**src/design/asr_consts.svh**
```systemverilog
// Constants for the accelerometer serial readout block
`ifndef ASR_CONSTS_SVH
`define ASR_CONSTS_SVH
`define ASR_INSTR_ACCEL 8'h50
`define ASR_INSTR_TEMP 8'h54
`define ASR_INSTR_ADV4 8'h58
`define ASR_INSTR_ADV8 8'h78
`define ASR_INSTR_ADV2 8'h7C
`define ASR_ARG_BYTES_2 4'h2
`define ASR_ARG_BYTES_4 4'h4
`define ASR_ARG_BYTES_8 4'h8
`define ASR_SAMPLE_W 24
`define ASR_TEMP_W 14
`define ASR_FULL_POS 24'h6ACFC0
`define ASR_FULL_NEG 24'h95303F
`define ASR_RELOAD_CYCLES 8'h10
`define ASR_FIFO_DEPTH 8
`endif

```
**src/design/asr_pkg.sv**
```systemverilog
// Types for the accelerometer serial readout block
package asr_pkg;
  typedef struct packed {
    logic [23:0] accel_word;
    logic [13:0] temp_word;
  } asr_sample_t;
  typedef struct packed {
    logic sclk;
    logic mosi;
    logic ssb_n;
  } asr_link_in_t;
  typedef enum logic [3:0] {
    ASR_IDLE = 4'b0001,
    ASR_INSTR = 4'b0010,
    ASR_ARG = 4'b0100,
    ASR_DONE = 4'b1000
  } asr_state_t;
endpackage

```
**src/design/asr_sync.sv**
```systemverilog
// Two-flop synchroniser for pin inputs
`timescale 1ns/1ps
module asr_sync #(
  parameter int WIDTH = 1
) (
  input wire logic clock,
  input wire logic nrst,
  input wire logic [WIDTH-1:0] d,
  output logic [WIDTH-1:0] q
);
  logic [WIDTH-1:0] meta_reg;
  always_ff @(posedge clock) begin
    if (!nrst) begin
      meta_reg <= '0;
      q <= '0;
    end else begin
      meta_reg <= d;
      q <= meta_reg;
    end
  end
endmodule

```
**src/design/asr_fifo.sv**
```systemverilog
// Sample FIFO with valid/ready on both sides
`timescale 1ns/1ps
module asr_fifo #(
  parameter int WIDTH = 38,
  parameter int DEPTH = 8
) (
  input wire logic clock,
  input wire logic nrst,
  input wire logic in_valid,
  output logic in_ready,
  input wire logic [WIDTH-1:0] in_data,
  output logic out_valid,
  input wire logic out_ready,
  output logic [WIDTH-1:0] out_data
);
  localparam int AW = $clog2(DEPTH);
  logic [WIDTH-1:0] mem [DEPTH];
  logic [AW-1:0] wr_reg;
  logic [AW-1:0] rd_reg;
  logic [AW:0] cnt_reg;
  logic push;
  logic pop;
  assign in_ready = (cnt_reg != DEPTH[AW:0]);
  assign out_valid = (cnt_reg != '0);
  assign push = in_valid && in_ready;
  assign pop = out_valid && out_ready;
  assign out_data = mem[rd_reg];
  always_ff @(posedge clock) begin
    if (push) begin
      mem[wr_reg] <= in_data;
    end
  end
  always_ff @(posedge clock) begin
    if (!nrst) begin
      wr_reg <= '0;
      rd_reg <= '0;
      cnt_reg <= '0;
    end else begin
      if (push) begin
        wr_reg <= (wr_reg == AW'(DEPTH - 1)) ? '0 : wr_reg + 1'b1;
      end
      if (pop) begin
        rd_reg <= (rd_reg == AW'(DEPTH - 1)) ? '0 : rd_reg + 1'b1;
      end
      cnt_reg <= cnt_reg + (AW+1)'(push) - (AW+1)'(pop);
    end
  end
endmodule

```
**src/design/asr_top.sv**
```systemverilog
// Accelerometer SPI slave readout: frame decode, response shift, status pins
`timescale 1ns/1ps
`include "asr_consts.svh"
// Function
// SPI mode 0 slave only
// MISO released while select high
// Active-low select; respond only when low
// Pulse ready pin per new sample
// Reset reloads calibration data
// Selfcheck output high when operating properly
// Operate only while enable high
// One instruction byte, 2/4/8 argument bytes
// 0x50 returns 32-bit frame with sample
// Only five instructions authorised
// Frame carries ready and selfcheck bits
// Sample is 24-bit two's complement
// Compensated scale: 500000 counts per g
// Compensation off gives raw samples
// 2 micro-g LSB, clamp at 14 g
// Ready bit held until sample read
// Temperature unsigned 14 bits in two bytes
// Selfcheck bit refreshed each sample
// MSB first, one select-low transaction
// Respond during argument; ignore others
module asr_top #(
  parameter int FIFO_DEPTH = `ASR_FIFO_DEPTH
) (
  input wire logic clock,
  input wire logic nrst,
  input wire logic sclk,
  input wire logic mosi,
  input wire logic ssb_n,
  output logic miso_out,
  output logic miso_oe,
  output logic sample_ready,
  output logic selfcheck_ok,
  input wire logic reset_n_reload,
  input wire logic enable,
  input wire logic accel_comp_on,
  input wire logic sample_valid,
  output logic sample_accept,
  input wire logic [23:0] sample_raw,
  input wire logic [13:0] temp_raw,
  input wire logic core_fault,
  output logic reload_busy
);
  // ------------------------------------------------------------
  // Pin synchronisation
  // ------------------------------------------------------------
  asr_pkg::asr_link_in_t link_s;
  logic [4:0] pins_q;
  asr_sync #(.WIDTH(5)) u_sync (
    .clock(clock),
    .nrst(nrst),
    .d({sclk, mosi, ~ssb_n, reset_n_reload, enable}),
    .q(pins_q)
  );
  logic rst_pin_n;
  logic en_s;
  // Select enters inverted so a cleared synchroniser reads deselected
  assign link_s = asr_pkg::asr_link_in_t'({pins_q[4:3], ~pins_q[2]});
  assign rst_pin_n = pins_q[1];
  assign en_s = pins_q[0];
  logic sclk_d_reg;
  logic sclk_rise;
  logic sclk_fall;
  logic selected;
  always_ff @(posedge clock) begin
    if (!nrst) begin
      sclk_d_reg <= 1'b0;
    end else begin
      sclk_d_reg <= link_s.sclk;
    end
  end
  assign sclk_rise = link_s.sclk && !sclk_d_reg;
  assign sclk_fall = !link_s.sclk && sclk_d_reg;
  assign selected = !link_s.ssb_n && en_s;

  // ------------------------------------------------------------
  // Calibration reload after reset pin
  // ------------------------------------------------------------
  logic [7:0] reload_cnt_reg;
  always_ff @(posedge clock) begin
    if (!nrst) begin
      reload_cnt_reg <= `ASR_RELOAD_CYCLES;
    end else if (!rst_pin_n) begin
      reload_cnt_reg <= `ASR_RELOAD_CYCLES;
    end else if (reload_cnt_reg != 8'h00) begin
      reload_cnt_reg <= reload_cnt_reg - 8'h01;
    end
  end
  assign reload_busy = (reload_cnt_reg != 8'h00);
  logic running;
  assign running = en_s && !reload_busy;

  // ------------------------------------------------------------
  // Sample path: clamping and FIFO
  // ------------------------------------------------------------
  function automatic logic [23:0] asr_clamp(input logic [23:0] s);
    if (!s[23] && (s > `ASR_FULL_POS)) begin
      asr_clamp = `ASR_FULL_POS;
    end else if (s[23] && (s < `ASR_FULL_NEG)) begin
      asr_clamp = `ASR_FULL_NEG;
    end else begin
      asr_clamp = s;
    end
  endfunction
  asr_pkg::asr_sample_t fifo_in;
  asr_pkg::asr_sample_t fifo_out;
  logic fifo_in_ready;
  logic fifo_out_valid;
  logic fifo_pop;
  // Compensated input is already at 2 micro-g per count
  assign fifo_in.accel_word = accel_comp_on ? asr_clamp(sample_raw) : sample_raw;
  assign fifo_in.temp_word = temp_raw;
  assign sample_accept = running && fifo_in_ready;
  asr_fifo #(.WIDTH($bits(asr_pkg::asr_sample_t)), .DEPTH(FIFO_DEPTH)) u_fifo (
    .clock(clock),
    .nrst(nrst),
    .in_valid(sample_valid && running),
    .in_ready(fifo_in_ready),
    .in_data(fifo_in),
    .out_valid(fifo_out_valid),
    .out_ready(fifo_pop),
    .out_data(fifo_out)
  );

  // ------------------------------------------------------------
  // Current sample, ready flag and status pins
  // ------------------------------------------------------------
  logic [23:0] cur_accel_reg;
  logic [13:0] cur_temp_reg;
  logic ready_bit_reg;
  logic selfcheck_reg;
  logic frame_busy;
  logic accel_read_done;
  // Refill only between frames so a shift never sees a torn word
  // Hold the slot until its sample has been read out
  assign fifo_pop = fifo_out_valid && !frame_busy && running && !ready_bit_reg;
  always_ff @(posedge clock) begin
    if (!nrst) begin
      cur_accel_reg <= 24'h000000;
      cur_temp_reg <= 14'h0000;
    end else if (fifo_pop) begin
      cur_accel_reg <= fifo_out.accel_word;
      cur_temp_reg <= fifo_out.temp_word;
    end
  end
  always_ff @(posedge clock) begin
    if (!nrst) begin
      ready_bit_reg <= 1'b0;
    end else if (fifo_pop) begin
      ready_bit_reg <= 1'b1;
    end else if (accel_read_done) begin
      ready_bit_reg <= 1'b0;
    end
  end
  always_ff @(posedge clock) begin
    if (!nrst) begin
      selfcheck_reg <= 1'b0;
    end else if (!running) begin
      selfcheck_reg <= 1'b0;
    end else if (fifo_pop) begin
      selfcheck_reg <= !core_fault;
    end
  end
  always_ff @(posedge clock) begin
    if (!nrst) begin
      sample_ready <= 1'b0;
    end else begin
      sample_ready <= fifo_pop;
    end
  end
  assign selfcheck_ok = selfcheck_reg;

  // ------------------------------------------------------------
  // Frame decoder
  // ------------------------------------------------------------
  function automatic logic [3:0] asr_arg_len(input logic [7:0] op);
    case (op)
      `ASR_INSTR_ACCEL: asr_arg_len = `ASR_ARG_BYTES_4;
      `ASR_INSTR_TEMP: asr_arg_len = `ASR_ARG_BYTES_2;
      `ASR_INSTR_ADV4: asr_arg_len = `ASR_ARG_BYTES_4;
      `ASR_INSTR_ADV8: asr_arg_len = `ASR_ARG_BYTES_8;
      `ASR_INSTR_ADV2: asr_arg_len = `ASR_ARG_BYTES_2;
      default: asr_arg_len = 4'h0;
    endcase
  endfunction
  asr_pkg::asr_state_t state_reg;
  logic [2:0] bit_cnt_reg;
  logic [3:0] byte_cnt_reg;
  logic [3:0] arg_len_reg;
  logic [7:0] instr_sr_reg;
  logic [7:0] opcode_reg;
  logic [63:0] tx_sr_reg;
  logic [7:0] instr_next;
  assign instr_next = {instr_sr_reg[6:0], link_s.mosi};
  assign frame_busy = (state_reg != asr_pkg::ASR_IDLE) || selected;
  assign accel_read_done = (state_reg == asr_pkg::ASR_ARG) && sclk_rise && selected
    && (opcode_reg == `ASR_INSTR_ACCEL) && (bit_cnt_reg == 3'h7)
    && (byte_cnt_reg == arg_len_reg - 4'h1);
  always_ff @(posedge clock) begin
    if (!nrst || !selected) begin
      state_reg <= asr_pkg::ASR_IDLE;
      bit_cnt_reg <= 3'h0;
      byte_cnt_reg <= 4'h0;
      arg_len_reg <= 4'h0;
      instr_sr_reg <= 8'h00;
      opcode_reg <= 8'h00;
    end else begin
      case (state_reg)
        asr_pkg::ASR_IDLE: begin
          state_reg <= asr_pkg::ASR_INSTR;
        end
        asr_pkg::ASR_INSTR: begin
          if (sclk_rise) begin
            instr_sr_reg <= instr_next;
            bit_cnt_reg <= bit_cnt_reg + 3'h1;
            if (bit_cnt_reg == 3'h7) begin
              opcode_reg <= instr_next;
              arg_len_reg <= asr_arg_len(instr_next);
              byte_cnt_reg <= 4'h0;
              if (asr_arg_len(instr_next) == 4'h0) begin
                state_reg <= asr_pkg::ASR_DONE;
              end else begin
                state_reg <= asr_pkg::ASR_ARG;
              end
            end
          end
        end
        asr_pkg::ASR_ARG: begin
          if (sclk_rise) begin
            bit_cnt_reg <= bit_cnt_reg + 3'h1;
            if (bit_cnt_reg == 3'h7) begin
              byte_cnt_reg <= byte_cnt_reg + 4'h1;
              if (byte_cnt_reg == arg_len_reg - 4'h1) begin
                state_reg <= asr_pkg::ASR_DONE;
              end
            end
          end
        end
        asr_pkg::ASR_DONE: begin
          state_reg <= asr_pkg::ASR_DONE;
        end
        default: begin
          state_reg <= asr_pkg::ASR_IDLE;
        end
      endcase
    end
  end

  // ------------------------------------------------------------
  // Response shifter
  // ------------------------------------------------------------
  logic load_resp;
  assign load_resp = (state_reg == asr_pkg::ASR_INSTR) && sclk_rise && (bit_cnt_reg == 3'h7);
  always_ff @(posedge clock) begin
    if (!nrst || !selected) begin
      tx_sr_reg <= 64'h0;
    end else if (load_resp) begin
      case (instr_next)
        `ASR_INSTR_ACCEL: begin
          // Ready and selfcheck ride in the low byte
          tx_sr_reg <= {cur_accel_reg, 4'h0, ready_bit_reg, selfcheck_reg, 2'h0, 32'h0};
        end
        `ASR_INSTR_TEMP: begin
          tx_sr_reg <= {cur_temp_reg, 2'h0, 48'h0};
        end
        default: begin
          tx_sr_reg <= 64'h0;
        end
      endcase
    end else if ((state_reg == asr_pkg::ASR_ARG) && sclk_fall
        && !((byte_cnt_reg == 4'h0) && (bit_cnt_reg == 3'h0))) begin
      // First fall after the instruction presents the top bit, no shift
      tx_sr_reg <= {tx_sr_reg[62:0], 1'b0};
    end
  end
  always_ff @(posedge clock) begin
    if (!nrst) begin
      miso_oe <= 1'b0;
      miso_out <= 1'b0;
    end else begin
      miso_oe <= selected;
      miso_out <= (state_reg == asr_pkg::ASR_ARG) && selected ? tx_sr_reg[63] : 1'b0;
    end
  end
endmodule

```
**config.mk**
```make
export PLATFORM = sky130hd
export DESIGN_NAME = asr_top
export DESIGN_NICKNAME = d
export VERILOG_FILES = /design/src/design/asr_pkg.sv /design/src/design/asr_sync.sv /design/src/design/asr_fifo.sv /design/src/design/asr_top.sv
export VERILOG_INCLUDE_DIRS = /design/src /design/src/design
export SDC_FILE = /design/constraint.sdc
export NUM_CORES = 1
export LEC_CHECK = 0
export BUFFER_PORTS_ARGS = -buffer_cell sky130_fd_sc_hd__buf_2
export CORE_ASPECT_RATIO = 0.9
export CORE_MARGIN = 3
export CORE_UTILIZATION = 56
export CTS_BUF_LIST = sky130_fd_sc_hd__clkbuf_16
export DETAILED_ROUTE_END_ITERATION = 10
export MAX_ROUTING_LAYER = met4
export PLACE_DENSITY_LB_ADDON = 0.25
export SYNTH_ARGS = -nofsm -noshare
export SYNTH_HDL_FRONTEND = slang
export SYNTH_SLANG_ARGS = --single-unit
```
**constraint.sdc**
```tcl
create_clock -name clock -period 5.03 [get_ports clock]
set_clock_uncertainty 0.05 [all_clocks]
set_input_delay 0.503 -clock clock [delete_from_list [all_inputs] [get_ports clock]]
set_output_delay 0.503 -clock clock [all_outputs]
set_load 0.005 [all_outputs]
```
==> impl_results.md <==
- Mapped Nets: 1193
- P_sw: 0.00135 W
- Iter 0 DRT Violations: 637
- Detail Route Antenna Nets: 0
- Hold Path Class: input port to flip-flop
- Crit path max fanout: 25
- Post-synthesis compound-gate area fraction: 6.99%
- Worst skew pair latency: 0.54 ns
- Hold path startpoint: ssb_n
- Via density: 5.88
- H-tree Lvls: 2
- Clock tree buffer depth: 3
- Critical R2R Launch: reload_cnt_reg[2]
- Combinational power share: 1.5%
- Max_cap viols: 0
- Synth top area share: 53.1%
- Final setup viols: 0
- Cells after Synth: 1126
- Number of flops mapped to enable cells by yosys: 304
- Core Box Area: 30100 um^2
- Slew @ Worst Pin: 0.968 ns
- Most used DFF post-synth: edfxtp_1
- Die area: 32900 um^2
- Post-synthesis mux area share: 12.7%
- Synth async-reset ratio: 0%
- Status: completed
- Setup TNS: 0 ns
- Overflow after GRT: 0
- Internal power: 0.00558 W
- Relative slew slack: 35.5%
- Drt total wl: 33.5 mm
- Hold Vio Cnt, Final: 0
- YS warnings: 0
- Sw frac: 19.5%
- Cell Area, Synth: 17200 um^2
- Layout Area Growth over Synthesis: 11.6%
- Synthesized area per cell: 15.3 um^2
- Post-synthesis sequential area ratio: 68.3%
- Post-CTS sizing: 0
- Via count: 9474
- Clock sink total: 435
- Num CTS Buffers: 43
- Drt wl/cell: 20.8 um
- Die W: 191 um
- Area contributors post-synth: edfxtp_1 53%, dfxtp_1 15%, mux4_2 9.9%
- Xor-xnor portion of the synthesized cell area: 0.894%
- Post-layout nets: 1241
- Clock Power Share: 43.1%
- CTS clk-pin slew, worst paths: 0.06 ns
- RSZ-0062 raised after global routing: no
- Reg2reg path depth: 6
- GPL Wtd Cong: 0.819
- DRT Pass-1 Iters: 7
- Setup bufs post-CTS: 0
- Vias in the first global route: 9400
- CTS tree: done
- Adder-Cell Fraction of Synth Area: 1.43%
- Distinct cells, synth: 65
- Placed cell area: 17900 um^2
- Crit share post-route: 60.8%
- Pwr per Cell Area: 361 nW/um^2
- Largest family of logic cells by synthesized area: multiplexers
- Critical Path Start: reload_cnt_reg[2]
- Startpoint Class: flip-flop
- Final instance area: 19200 um^2
- I/O pins: 54
- WHS Path Cells: 2
- Initial core utilization: 57.2%
- Synth Register Bits: 435
- Worst Path Required: 5.19 ns
- Synth top cells by count: 304 x edfxtp_1, 131 x dfxtp_1, 84 x nor2_1
- Fillers: 2154
- WHS Endpoint: u_sync.meta_reg[2]
- Hold-fix buffer count after cts: 0
- Port Buffers: 53
- Worst-case vdd ir drop: 0.244 mV
- Pleak: 6.19 nW
- Setup CP Type: flip-flop to flip-flop
- Chip Height: 172 um
- First-pass GRT wire length: 53.8 mm
- Largest net degree at the start of global routing: 84
- Flop2flop setup slack: 1.97 ns
- # DRC: 0
- Initial antenna violation count: 0
- Share of cells above drive strength 1: 19.7%
- DP HPWL: 20.1 mm
- Max reg flops: 304
- N_diodes: 0
- Max Fclk: 0.327 GHz
- Flop pwr share: 55.4%
- Tmin final: 3.06 ns
- Root buf cell: clkbuf_16
- Crit. End Element: flip-flop
- Post-Synth Simple-Gate Area: 7.02%
- GRT Util Overall: 21.7%
- Critical R2R Capture: u_fifo.mem[3][6]
- Largest area contributor in the netlist: edfxtp_1
- Critical path arrival: 3.22 ns
- Max Slew Vio Count: 0
- Row cnt: 60
- Top-count cell post-synth: edfxtp_1
how the worst max path moves through the flow:
stage                     depth (start not counted)               end  slack, ns
after detailed placement                          6  u_fifo.mem[3][2]       1.92
after global placement                            6  u_fifo.mem[3][2]       2.04
after floorplan                                   6  u_fifo.mem[2][0]       0.22
final                                             6  u_fifo.mem[3][6]       1.97
after CTS                                         6  u_fifo.mem[3][6]       1.91
after global routing                              6  u_fifo.mem[3][8]       1.77
cells by family after synthesis:
group           count (synthesis)
flops                         435
simple gates                  243
mux                           124
xor+xnor                       16
buf+inv                       102
fa+ha+maj                      19
compound gates                187
critical path: stages (launching register included):
cell	delay [ns]
dfxtp_1	0.34
nor4_2	0.41
and3_1	0.30
and4_1	0.32
nand2b_1	0.21
nor2_4	0.70
buf_4	0.38
power groups by stage:
| stage | sequential (W) | combinational [W] | clock (W) |
|---|---|---|---|
| floorplan | 0.00392 | 0.0000501 | 0 |
| global route | 0.00384 | 0.000120 | 0.00319 |
| detailed placement | 0.00392 | 0.000106 | 0 |
| finish | 0.00384 | 0.000106 | 0.00298 |
| global placement | 0.00392 | 0.000103 | 0 |
| CTS | 0.00384 | 0.000107 | 0.00304 |
per-stage QoR:
step           hold WS [ns]  utilization (%)  total power [W]  setup slack (ns)  std cells
3_3_place_gp          0.367             59.4          0.00402              2.04       1532
6_report             0.0895             63.8          0.00693              1.97       1612
3_5_place_dp          0.369             59.4          0.00402              1.92       1532
2_1_floorplan         0.362                -          0.00397             0.219       1126
5_1_grt              0.0867             63.8          0.00715              1.77       1612
4_1_cts              0.0786             63.8          0.00699              1.91       1612
layout by cell type, fill, tap and decap left out, drive strengths merged, types with 4 or more instances in the layout:
| master | Yosys | routed |
|---|---|---|
| and2 | 13 | 13 |
| buf | 32 | 74 |
| clkbuf | 39 | 43 |
| nand2 | 79 | 79 |
| inv | 30 | 43 |
| edfxtp | 304 | 304 |
| xnor2 | 9 | 9 |
| nor4 | 4 | 4 |
| a21o | 13 | 13 |
| nand3 | 4 | 4 |
| mux4 | 76 | 76 |
| a21oi | 62 | 62 |
| nor2 | 84 | 84 |
| or4b | 4 | 4 |
| o21ai | 44 | 44 |
| a211oi | 40 | 40 |
| ha | 18 | 18 |
| nand4 | 11 | 11 |
| mux2i | 47 | 47 |
| nor3b | 6 | 6 |
| nor3 | 8 | 8 |
| a221oi | 13 | 13 |
| xor2 | 6 | 6 |
| nand3b | 4 | 4 |
| dfxtp | 131 | 131 |
| clkinv | 1 | 22 |
layer usage:
layer / global-route usage (%) / wire, um / vias to the layer above
met5: - / 0 / -
met4: 4.88 / 568 / 0
met3: 2.94 / 1730 / 47
met2: 33.3 / 15800 / 260
met1: 31.5 / 15500 / 4755
li1: - / - / 4412
area by class of cell:
class	instances	area (um^2)	area share, %
sequential	435	11800	61.2
inverter	31	116	0.606
clock buffer	43	1080	5.60
timing repair buffer	74	435	2.27
tap	403	504	2.63
clock inverter	37	241	1.26
multi-input combinational	589	5070	26.4
No activity file was read; power rests on OpenSTA's default activity.
